### config.mk
export PLATFORM = sky130hd
export DESIGN_NAME = inhibit_band_classifier
export DESIGN_NICKNAME = d
export VERILOG_FILES = /design/src/rtl/level_sampler.v /design/src/rtl/band_sorter.v /design/src/rtl/inhibit_band_classifier.v
export VERILOG_INCLUDE_DIRS = /design/src /design/src/rtl
export SDC_FILE = /design/constraint.sdc
export NUM_CORES = 2
export LEC_CHECK = 0
export BUFFER_PORTS_ARGS = -buffer_cell sky130_fd_sc_hd__buf_2
export CAP_MARGIN = 10
export CORE_ASPECT_RATIO = 0.75
export CORE_MARGIN = 3
export CORE_UTILIZATION = 30
export DETAILED_ROUTE_END_ITERATION = 8
export MAX_ROUTING_LAYER = met4
export PLACE_DENSITY = 0.48
export SLEW_MARGIN = 10
export SYNTH_ARGS = -nofsm -noshare
export SYNTH_HDL_FRONTEND = slang
export SYNTH_HIERARCHICAL = 1
export SYNTH_SLANG_ARGS = --single-unit
export TNS_END_PERCENT = 20
### constraint.sdc
create_clock -name aclk -period 9.35 [get_ports aclk]
set_input_delay 0.4675 -clock aclk [delete_from_list [all_inputs] [get_ports aclk]]
set_output_delay 0.4675 -clock aclk [all_outputs]
set_load 0.01 [all_outputs]
### src/rtl/inhibit_regs.vh
// register map, field layout and limits of the inhibit band classifier
`ifndef INHIBIT_REGS_VH
`define INHIBIT_REGS_VH

// ==========================================================
// percentage scale
`define PCT_W 7
`define PCT_MAX 7'h64
`define PCT_ZERO 7'h00
`define RES_W 8
`define RES_FULL 8'h64

// ==========================================================
// band codes
`define BAND_W 2
`define BAND_0 2'h0
`define BAND_1 2'h1
`define BAND_2 2'h2
`define BAND_3 2'h3

// ==========================================================
// sizes
`define N_INPUTS 4
`define N_DRIVE 5
`define N_ACT 4
`define ASSIGN_W 3
`define ASSIGN_OFF 3'h0
`define ASSIGN_FIRST 3'h2
`define ASSIGN_LAST 3'h5

// ==========================================================
// word indices (byte address = index * 4)
`define IDX_W 6
`define IDX_THR_BASE 6'h04
`define IDX_DASG_BASE 6'h08
`define IDX_DSPD_BASE 6'h10
`define IDX_ACT_BASE 6'h18
`define IDX_LEVEL 6'h20
`define IDX_BAND 6'h21
`define IDX_DRIVE 6'h22
`define IDX_BLOCK 6'h23

// ==========================================================
// field positions
`define F_THR_LOW 0
`define F_THR_MID 8
`define F_THR_UP 16
`define F_ACT_UP_ASG 0
`define F_ACT_UP_FLG 4
`define F_ACT_DN_ASG 8
`define F_ACT_DN_FLG 12
`define F_DRV_INH 8
`define F_BLK_DN 8

// ==========================================================
// reset values
`define RST_THR 32'h00000000
`define RST_DASG 32'h00000000
`define RST_DSPD 32'h64646464
`define RST_ACT 32'h00000000

// ==========================================================
// axi answers
`define RESP_OKAY 2'h0
`define RESP_SLVERR 2'h2

`endif

### src/rtl/level_sampler.v
// pin-side resistance code synchroniser and percentage conversion
`timescale 1ns/1ps
`include "inhibit_regs.vh"

module level_sampler (
  input wire aclk,
  input wire aresetn,
  input wire [`RES_W-1:0] res_code, // resistance to ground in 100 ohm units
  output reg [`PCT_W-1:0] level_q // input level in percent
);

  // ==========================================================
  // three stage synchroniser
  reg [`RES_W-1:0] s1_q; // first stage, read only by s2
  reg [`RES_W-1:0] s2_q;
  reg [`RES_W-1:0] s3_q;

  always @(posedge aclk) begin
    if (!aresetn) begin
      s1_q <= {`RES_W{1'b0}};
      s2_q <= {`RES_W{1'b0}};
      s3_q <= {`RES_W{1'b0}};
      level_q <= `PCT_ZERO;
    end else begin
      s1_q <= res_code;
      s2_q <= s1_q;
      s3_q <= s2_q;
      // a change counts once stages two and three agree
      if (s2_q == s3_q) begin
        if (s3_q >= `RES_FULL)
          level_q <= `PCT_MAX; // 10 kohm or more saturates [RULE4]
        else
          level_q <= s3_q[`PCT_W-1:0]; // short reads 0, 1 step per 100 ohm [RULE3] [RULE5]
      end
    end
  end

endmodule // level_sampler

### src/rtl/band_sorter.v
// sorts one input level into one of four bands
`timescale 1ns/1ps
`include "inhibit_regs.vh"

module band_sorter (
  input wire aclk,
  input wire aresetn,
  input wire [`PCT_W-1:0] level, // sampled level
  input wire [`PCT_W-1:0] thr_low, // lower threshold
  input wire [`PCT_W-1:0] thr_mid, // middle threshold
  input wire [`PCT_W-1:0] thr_up, // upper threshold
  output reg [`BAND_W-1:0] band_q // selected band
);

  // ==========================================================
  // comparison, equal goes to the higher band; upper checked first
  // so that out-of-order thresholds still give exactly one band
  always @(posedge aclk) begin
    if (!aresetn) begin
      band_q <= `BAND_0;
    end else if (level >= thr_up) begin
      band_q <= `BAND_3; // [RULE9] [RULE16]
    end else if (level >= thr_mid) begin
      band_q <= `BAND_2; // [RULE9]
    end else if (level >= thr_low) begin
      band_q <= `BAND_1; // [RULE9]
    end else begin
      band_q <= `BAND_0; // [RULE6]
    end
  end

endmodule // band_sorter

### src/rtl/inhibit_band_classifier.v
// inhibit input band classifier with drive and actuator gating
// ==========================================================
// Notes on behaviour
// RULE1 - inputs 2,3 main unit; 4,5 seating unit
// RULE2 - each input yields four distinct states
// RULE3 - input shorted to ground reads 0%
// RULE4 - 10 kohm or more saturates at 100%
// RULE5 - 100 equal one-percent steps between ends
// RULE6 - each level falls in exactly one band
// RULE7 - three programmable thresholds per input
// RULE8 - thresholds accept 0..100% in 1% steps
// RULE9 - lower, middle, upper separate bands 0..3
// RULE10 - inputs act only through assigned software inhibits
// RULE11 - drive inhibit picks per-band speed limit
// RULE12 - 0% limit forces full inhibit, brakes held
// RULE13 - actuator up/down assignments with band flags
// RULE14 - one input may drive both directions
// RULE15 - flagged band blocks that direction
// RULE16 - equal level goes higher; reevaluate each sample
// RULE17 - several drive inhibits: lowest limit wins
//
// Chosen here: the register offsets and the AXI4-Lite register port.
`timescale 1ns/1ps
`include "inhibit_regs.vh"

module inhibit_band_classifier (
  input wire aclk,
  input wire aresetn,
  // inhibit inputs, resistance code in 100 ohm units
  input wire [`RES_W-1:0] pm_inhibit2_res,
  input wire [`RES_W-1:0] pm_inhibit3_res,
  input wire [`RES_W-1:0] seating_lighting_unit_inhibit4_res,
  input wire [`RES_W-1:0] seating_lighting_unit_inhibit5_res,
  // drive and actuator gating
  output reg [`PCT_W-1:0] drive_speed_limit_q,
  output reg drive_inhibit_q,
  output reg [`N_ACT-1:0] act_up_block_q,
  output reg [`N_ACT-1:0] act_down_block_q,
  // axi4-lite slave
  input wire [7:0] s_axi_awaddr,
  input wire [2:0] s_axi_awprot,
  input wire s_axi_awvalid,
  output wire s_axi_awready,
  input wire [31:0] s_axi_wdata,
  input wire [3:0] s_axi_wstrb,
  input wire s_axi_wvalid,
  output wire s_axi_wready,
  output reg [1:0] s_axi_bresp,
  output reg s_axi_bvalid,
  input wire s_axi_bready,
  input wire [7:0] s_axi_araddr,
  input wire [2:0] s_axi_arprot,
  input wire s_axi_arvalid,
  output wire s_axi_arready,
  output reg [31:0] s_axi_rdata,
  output reg [1:0] s_axi_rresp,
  output reg s_axi_rvalid,
  input wire s_axi_rready
);

  // ==========================================================
  // storage
  reg [31:0] thr_q [0:`N_INPUTS-1]; // thresholds per input
  reg [31:0] dasg_q [0:`N_DRIVE-1]; // drive inhibit assignment
  reg [31:0] dspd_q [0:`N_DRIVE-1]; // per-band speed limits
  reg [31:0] act_q [0:`N_ACT-1]; // actuator up/down assignment and flags

  // ==========================================================
  // level sampling and band sorting, one pair per input
  wire [`RES_W*`N_INPUTS-1:0] res_bus; // packed input codes
  wire [`PCT_W*`N_INPUTS-1:0] level_bus; // packed levels
  wire [`BAND_W*`N_INPUTS-1:0] band_bus; // packed bands

  // input 2 at slot 0 up to input 5 at slot 3 [RULE1]
  assign res_bus = {seating_lighting_unit_inhibit5_res, seating_lighting_unit_inhibit4_res,
                    pm_inhibit3_res, pm_inhibit2_res};

  genvar gi;
  generate
    for (gi = 0; gi < `N_INPUTS; gi = gi + 1) begin : g_in
      level_sampler u_samp (
        .aclk(aclk),
        .aresetn(aresetn),
        .res_code(res_bus[gi*`RES_W +: `RES_W]),
        .level_q(level_bus[gi*`PCT_W +: `PCT_W])
      );
      // thresholds taken straight from the per-input word [RULE7]
      band_sorter u_sort (
        .aclk(aclk),
        .aresetn(aresetn),
        .level(level_bus[gi*`PCT_W +: `PCT_W]),
        .thr_low(thr_q[gi][`F_THR_LOW +: `PCT_W]),
        .thr_mid(thr_q[gi][`F_THR_MID +: `PCT_W]),
        .thr_up(thr_q[gi][`F_THR_UP +: `PCT_W]),
        .band_q(band_bus[gi*`BAND_W +: `BAND_W]) // [RULE2] [RULE6]
      );
    end
  endgenerate

  // ==========================================================
  // helpers
  // band of an assigned input; valid=0 when off or out of range
  function [`BAND_W:0] band_of;
    input [`ASSIGN_W-1:0] asg;
    input [`BAND_W*`N_INPUTS-1:0] bands;
    reg [`ASSIGN_W-1:0] slot;
    begin
      slot = asg - `ASSIGN_FIRST;
      if (asg >= `ASSIGN_FIRST && asg <= `ASSIGN_LAST)
        band_of = {1'b1, bands[slot[1:0]*`BAND_W +: `BAND_W]};
      else
        band_of = {1'b0, `BAND_0};
    end
  endfunction

  // clamp a percentage field to 100
  function [`PCT_W-1:0] pct_clamp;
    input [7:0] v;
    begin
      if (v > {1'b0, `PCT_MAX})
        pct_clamp = `PCT_MAX;
      else
        pct_clamp = v[`PCT_W-1:0];
    end
  endfunction

  // byte-lane merge; percentage bytes clamp and keep bit 7 clear
  function [31:0] merge_pct;
    input [31:0] old;
    input [31:0] data;
    input [3:0] strb;
    integer b;
    begin
      merge_pct = old;
      for (b = 0; b < 4; b = b + 1) begin
        if (strb[b])
          merge_pct[b*8 +: 8] = {1'b0, pct_clamp(data[b*8 +: 8])}; // [RULE8]
      end
    end
  endfunction

  // plain byte-lane merge
  function [31:0] merge_raw;
    input [31:0] old;
    input [31:0] data;
    input [3:0] strb;
    integer b;
    begin
      merge_raw = old;
      for (b = 0; b < 4; b = b + 1) begin
        if (strb[b])
          merge_raw[b*8 +: 8] = data[b*8 +: 8];
      end
    end
  endfunction

  // ==========================================================
  // drive limit: lowest limit among active drive inhibits
  reg [`PCT_W-1:0] lim_d; // combined limit
  reg [`BAND_W:0] dsel; // valid + band of one drive inhibit
  reg [`PCT_W-1:0] cand; // that inhibit's limit
  integer di;

  always @* begin
    lim_d = `PCT_MAX; // no active inhibit leaves full speed
    dsel = {1'b0, `BAND_0};
    cand = `PCT_MAX;
    for (di = 0; di < `N_DRIVE; di = di + 1) begin
      dsel = band_of(dasg_q[di][`ASSIGN_W-1:0], band_bus); // [RULE10]
      cand = dspd_q[di][dsel[`BAND_W-1:0]*8 +: `PCT_W]; // [RULE11]
      if (dsel[`BAND_W] && cand < lim_d)
        lim_d = cand; // [RULE17]
    end
  end

  // ==========================================================
  // actuator blocking per channel and direction
  reg [`N_ACT-1:0] up_d; // up direction blocked
  reg [`N_ACT-1:0] dn_d; // down direction blocked
  reg [`BAND_W:0] usel; // up input band
  reg [`BAND_W:0] nsel; // down input band
  integer ai;

  always @* begin
    up_d = {`N_ACT{1'b0}};
    dn_d = {`N_ACT{1'b0}};
    usel = {1'b0, `BAND_0};
    nsel = {1'b0, `BAND_0};
    for (ai = 0; ai < `N_ACT; ai = ai + 1) begin
      // each direction looks up its own input, which may be the same one [RULE13] [RULE14]
      usel = band_of(act_q[ai][`F_ACT_UP_ASG +: `ASSIGN_W], band_bus);
      nsel = band_of(act_q[ai][`F_ACT_DN_ASG +: `ASSIGN_W], band_bus);
      up_d[ai] = usel[`BAND_W] & act_q[ai][`F_ACT_UP_FLG + usel[`BAND_W-1:0]]; // [RULE15]
      dn_d[ai] = nsel[`BAND_W] & act_q[ai][`F_ACT_DN_FLG + nsel[`BAND_W-1:0]]; // [RULE15]
    end
  end

  // ==========================================================
  // registered gating outputs
  always @(posedge aclk) begin
    if (!aresetn) begin
      drive_speed_limit_q <= `PCT_ZERO;
      drive_inhibit_q <= 1'b1; // brakes held until the first evaluation
      act_up_block_q <= {`N_ACT{1'b0}};
      act_down_block_q <= {`N_ACT{1'b0}};
    end else begin
      drive_speed_limit_q <= lim_d;
      drive_inhibit_q <= (lim_d == `PCT_ZERO); // [RULE12]
      act_up_block_q <= up_d;
      act_down_block_q <= dn_d;
    end
  end

  // ==========================================================
  // axi write channel: address and data taken in either order
  reg aw_have_q; // write address held
  reg w_have_q; // write data held
  reg [`IDX_W-1:0] aw_idx_q; // held word index
  reg [31:0] w_data_q; // held data
  reg [3:0] w_strb_q; // held strobes

  assign s_axi_awready = !aw_have_q && !s_axi_bvalid;
  assign s_axi_wready = !w_have_q && !s_axi_bvalid;

  wire wr_go; // both halves present, perform write
  assign wr_go = aw_have_q && w_have_q && !s_axi_bvalid;

  // decode of the held write address
  wire wr_thr; // threshold word
  wire wr_dasg; // drive assignment word
  wire wr_dspd; // drive speed word
  wire wr_act; // actuator word
  wire [`IDX_W-1:0] wr_off_thr;
  wire [`IDX_W-1:0] wr_off_dasg;
  wire [`IDX_W-1:0] wr_off_dspd;
  wire [`IDX_W-1:0] wr_off_act;

  assign wr_off_thr = aw_idx_q - `IDX_THR_BASE;
  assign wr_off_dasg = aw_idx_q - `IDX_DASG_BASE;
  assign wr_off_dspd = aw_idx_q - `IDX_DSPD_BASE;
  assign wr_off_act = aw_idx_q - `IDX_ACT_BASE;
  assign wr_thr = aw_idx_q >= `IDX_THR_BASE && wr_off_thr < `N_INPUTS;
  assign wr_dasg = aw_idx_q >= `IDX_DASG_BASE && wr_off_dasg < `N_DRIVE;
  assign wr_dspd = aw_idx_q >= `IDX_DSPD_BASE && wr_off_dspd < `N_DRIVE;
  assign wr_act = aw_idx_q >= `IDX_ACT_BASE && wr_off_act < `N_ACT;

  integer ri;

  // handshake capture, register update and write response
  always @(posedge aclk) begin
    if (!aresetn) begin
      aw_have_q <= 1'b0;
      w_have_q <= 1'b0;
      aw_idx_q <= {`IDX_W{1'b0}};
      w_data_q <= 32'h00000000;
      w_strb_q <= 4'h0;
      s_axi_bvalid <= 1'b0;
      s_axi_bresp <= `RESP_OKAY;
      for (ri = 0; ri < `N_INPUTS; ri = ri + 1)
        thr_q[ri] <= `RST_THR;
      for (ri = 0; ri < `N_DRIVE; ri = ri + 1) begin
        dasg_q[ri] <= `RST_DASG;
        dspd_q[ri] <= `RST_DSPD;
      end
      for (ri = 0; ri < `N_ACT; ri = ri + 1)
        act_q[ri] <= `RST_ACT;
    end else begin
      // address half
      if (s_axi_awvalid && s_axi_awready) begin
        aw_have_q <= 1'b1;
        aw_idx_q <= s_axi_awaddr[7:2];
      end
      // data half
      if (s_axi_wvalid && s_axi_wready) begin
        w_have_q <= 1'b1;
        w_data_q <= s_axi_wdata;
        w_strb_q <= s_axi_wstrb;
      end
      // both present: write and answer next cycle
      if (wr_go) begin
        aw_have_q <= 1'b0;
        w_have_q <= 1'b0;
        s_axi_bvalid <= 1'b1;
        s_axi_bresp <= `RESP_OKAY;
        if (wr_thr)
          thr_q[wr_off_thr[1:0]] <= merge_pct(thr_q[wr_off_thr[1:0]], w_data_q, w_strb_q);
        else if (wr_dasg)
          dasg_q[wr_off_dasg[2:0]] <= merge_raw(dasg_q[wr_off_dasg[2:0]], w_data_q, w_strb_q);
        else if (wr_dspd)
          dspd_q[wr_off_dspd[2:0]] <= merge_pct(dspd_q[wr_off_dspd[2:0]], w_data_q, w_strb_q);
        else if (wr_act)
          act_q[wr_off_act[1:0]] <= merge_raw(act_q[wr_off_act[1:0]], w_data_q, w_strb_q);
        else
          s_axi_bresp <= `RESP_SLVERR; // unmapped or read-only word
      end else if (s_axi_bvalid && s_axi_bready) begin
        s_axi_bvalid <= 1'b0;
      end
    end
  end

  // ==========================================================
  // axi read channel: one read at a time, data one cycle after address
  assign s_axi_arready = !s_axi_rvalid;

  wire [`IDX_W-1:0] rd_idx; // requested word index
  wire [`IDX_W-1:0] rd_off_thr;
  wire [`IDX_W-1:0] rd_off_dasg;
  wire [`IDX_W-1:0] rd_off_dspd;
  wire [`IDX_W-1:0] rd_off_act;

  assign rd_idx = s_axi_araddr[7:2];
  assign rd_off_thr = rd_idx - `IDX_THR_BASE;
  assign rd_off_dasg = rd_idx - `IDX_DASG_BASE;
  assign rd_off_dspd = rd_idx - `IDX_DSPD_BASE;
  assign rd_off_act = rd_idx - `IDX_ACT_BASE;

  // read mux, status words show live level, band, drive and block state
  reg [31:0] rd_data_d; // selected word
  reg rd_err_d; // unmapped

  always @* begin
    rd_data_d = 32'h00000000;
    rd_err_d = 1'b0;
    if (rd_idx >= `IDX_THR_BASE && rd_off_thr < `N_INPUTS)
      rd_data_d = thr_q[rd_off_thr[1:0]];
    else if (rd_idx >= `IDX_DASG_BASE && rd_off_dasg < `N_DRIVE)
      rd_data_d = dasg_q[rd_off_dasg[2:0]];
    else if (rd_idx >= `IDX_DSPD_BASE && rd_off_dspd < `N_DRIVE)
      rd_data_d = dspd_q[rd_off_dspd[2:0]];
    else if (rd_idx >= `IDX_ACT_BASE && rd_off_act < `N_ACT)
      rd_data_d = act_q[rd_off_act[1:0]];
    else if (rd_idx == `IDX_LEVEL)
      rd_data_d = {1'b0, level_bus[27:21], 1'b0, level_bus[20:14],
                   1'b0, level_bus[13:7], 1'b0, level_bus[6:0]};
    else if (rd_idx == `IDX_BAND)
      rd_data_d = {24'h000000, band_bus};
    else if (rd_idx == `IDX_DRIVE)
      rd_data_d = {23'h000000, drive_inhibit_q, 1'b0, drive_speed_limit_q};
    else if (rd_idx == `IDX_BLOCK)
      rd_data_d = {20'h00000, act_down_block_q, 4'h0, act_up_block_q};
    else
      rd_err_d = 1'b1; // unmapped reads zero with an error
  end

  // read answer register
  always @(posedge aclk) begin
    if (!aresetn) begin
      s_axi_rvalid <= 1'b0;
      s_axi_rdata <= 32'h00000000;
      s_axi_rresp <= `RESP_OKAY;
    end else if (s_axi_arvalid && s_axi_arready) begin
      s_axi_rvalid <= 1'b1;
      s_axi_rdata <= rd_data_d;
      s_axi_rresp <= rd_err_d ? `RESP_SLVERR : `RESP_OKAY;
    end else if (s_axi_rvalid && s_axi_rready) begin
      s_axi_rvalid <= 1'b0;
    end
  end

endmodule // inhibit_band_classifier

==> out/summary.txt <==
crit path launch type: register
clock buffer count from CTS: 99
Max IR drop VDD: 0.143 mV
leading post-synthesis cells by cell area: edfxtp_1, dfxtp_1, mux4_2, and2_1, mux2i_1
fin cells: 5950
DIE WIDTH: 448 microns
pin count of the biggest net entering global routing: 86
port bufs: 141
Synth top cells by count: edfxtp_1, and2_1, nor2_1
reg2reg start: dasg_q[0][1]$_SDFFCE_PN0P_
final worst path period share: 94.3%
count leader, synth: edfxtp_1
DR iter-0 viols: 3654
synth warn: 6
number of flops mapped to enable cells by yosys: 690
Yosys reg bits: 918
Die H: 338 microns
clock root cell: clkbuf_16
hold crit path type: input port to register
Mean Syn Cell Area: 12.4 sq um
WL per Instance: 26.2 microns
pwr/cell area: 189 nW/um^2
CP arrival: 9360 ps
Critical Path Most Common Cell: ha_1
CP peak stage delay: 630 ps
Netlist cell types: 80
Static Leak: 19.9 nW
Max-slew headroom: 18.6%
post-route antenna net violation count: 0
area share of the largest cell type after synthesis: 47.1%
mapped cell area: 44000 sq um
CP Class: register to register
initial antenna violation count: 5
Post-synth ARST share: 0%
Vias/cell: 5.08
cell count along the critical path: 37
Final Max Slew Viols: 0
reg2reg path depth: 37
vias in the first global route: 28700
CP bufs+invs: 4
clk_lat worst skew: 740 ps
Primary FF master, synth: edfxtp_1
DP Cell Count: 5678
Post-Route Skew: 33.1 ps
Final Hold Fails: 0
status: completed
# clock sinks: 918
Worst Path Max Fanout: 7
final setup fails: 0
min-delay src: s_axi_bready
Cells after Synth: 3540
Syn-to-layout area delta: 18.5%
origin of the worst setup path: dasg_q[0][1]$_SDFFCE_PN0P_
clk slew on worst S/H paths: 60 ps
grt ovf: 0
layout cells sized above 1: 17.8%
Worst Path Required: 9890 ps
placed wire-length estimate: 116 mm
reg-to-reg endpoint: drive_speed_limit_q[4]$_SDFF_PN0_
Tightest Pin Transition: 1220 ps
area leader, netlist: edfxtp_1
Die ar.: 151000 sq um
flop2flop setup slack: 540 ps
first-pass GRT wire length: 220 mm
I/O pin total: 154
worst setup path end: drive_speed_limit_q[4]$_SDFF_PN0_
RSZ-0062 raised after global routing: false
critical path's top delay family: compound AO/OA/AOI/OAI gates
drt drc: 0
sequential fraction of the synthesis area: 57.5%
DR pass1 iterations: 6
Peak Freq: 113 MHz
Max-cap violations: 0
crit path time final: 8810 ps
Crit. End Element: register
Final GP Congestion: 0.980
Cell Rows: 121
total wire length: 156 mm
clk buf depth: 3
CTS tree: built
Final #Nets: 4154
core area: 145000 sq um
GRT Util Overall: 21.1%
routed vias: 30300
H-tree depth: 3
setup TNS: 0 ps
Starting Density: 30.3%
Fillers: 14300
slowest cell on the critical path: mux4_2
## power breakdown
group          total [W]  internal, W  switching [W]
registers        0.00468      0.00456       0.000122
clock network    0.00408      0.00233        0.00176
logic            0.00107     0.000393       0.000678
total            0.00983      0.00727        0.00256
## per-stage QoR
stage	power, W	instance area (sq um)	worst slack [ps]	utilization, %	hold WS (ps)
finish	0.00983	52200	536	35.9	49.5
global route	0.0102	52200	28.6	35.9	46.6
CTS	0.00991	52100	320	35.8	5.21
detailed placement	0.00580	48000	387	33.0	419
global placement	0.00580	48000	523	33.0	420
floorplan	0.00530	44600	1230	-	412
## cells by family (layout without fill, tap and decap cells)
family | Yosys count | count (layout) | synth area share (%)
and+or+nand+nor | 1318 | 1318 | 14.7
DFF | 918 | 918 | 57.5
AOI/OAI and AO/OA | 445 | 445 | 6.58
muxes | 399 | 399 | 14.6
buffers and inverters | 310 | 656 | 2.74
adders and majority gates | 109 | 109 | 3.08
xor gates and xnor gates | 40 | 40 | 0.813
other | 1 | 159 | 0.00852
## cells in the final DEF, fill, tap and decap left out, types with 18 or more instances in the layout
cell,n
mux2_2,29
mux2i_1,171
nor3_1,42
dlygate4sd3_1,75
dfxtp_1,226
buf_4,135
ha_1,106
nor2_1,356
inv_1,117
nand3_1,34
clkbuf_1,26
buf_2,137
o22ai_1,20
and2_1,400
xor2_1,34
edfxtp_1,690
nand2b_1,35
mux4_2,189
nor2b_1,32
a21o_1,18
a21oi_1,145
a22o_1,18
clkbuf_16,102
nand2_1,341
conb_1,152
o21ai_0,81
## worst min-delay path, cell delays in order
cell and delay (ps):
buf_2 100, inv_1 50, a21oi_1 60, nor2_1 70
## how the worst min path moves through the flow
| stage | to | slack [ps] | cells past startpoint |
|---|---|---|---|
| 2_1_floorplan | g_in[0].u_samp/s2_q[0]$_SDFF_PN0_ | 410 | 1 |
| 3_3_place_gp | g_in[0].u_samp/s2_q[2]$_SDFF_PN0_ | 420 | 1 |
| 3_5_place_dp | g_in[1].u_samp/s2_q[2]$_SDFF_PN0_ | 420 | 1 |
| 4_1_cts | s_axi_bvalid$_SDFFE_PN0P_ | 5 | 4 |
| 5_1_grt | w_strb_q[0]$_SDFFE_PN0P_ | 50 | 3 |
| 6_report | s_axi_bvalid$_SDFFE_PN0P_ | 50 | 4 |
## cell type report
cell class	instances	area [sq um]	share of cell area (%)
repair buffers	351	2510	4.82
clock inverters	51	578	1.11
well taps	1906	2380	4.57
inverters	118	444	0.852
clock buffers	136	2750	5.27
diodes	7	17.5	0.0336
multi-input cells	2463	18200	34.9
flip-flops and latches	918	25300	48.5
## per-layer routing
metal / GRT usage (%) / vias to the layer above / share of wire, %
li1: - / 13600 / -
met1: 31.3 / 15300 / 48
met2: 29.0 / 1165 / 41
met3: 4.85 / 177 / 8.6
met5: - / - / 0
met4: 4.65 / 0 / 2.3
## flip-flops by register name, indices dropped and copies added (netlist names)
register             flops
dasg_q                 256
w_have_q                 1
w_data_q                32
aw_have_q                1
g_in.u_samp/level_q     28
act_q                  128
g_in.u_sort/band_q       8
act_down_block_q         4
thr_q                  112
s_axi_bresp              1
s_axi_rresp              1
act_up_block_q           4
drive_inhibit_q          1
aw_idx_q                 6
s_axi_rdata             32
dspd_q                 194
drive_speed_limit_q      7
w_strb_q                 4
s_axi_rvalid             1
g_in.u_samp/s1_q        32
g_in.u_samp/s3_q        32
g_in.u_samp/s2_q        32
s_axi_bvalid             1
## repair_timing
action	4_1_cts	5_1_grt
resized for setup	0	18
hold endpoints to repair	74	0
buffers inserted	0	3
hold buffers	75	0
endpoints found under the setup margin	0	8
Note: power is estimated with default switching activity, not from simulation.
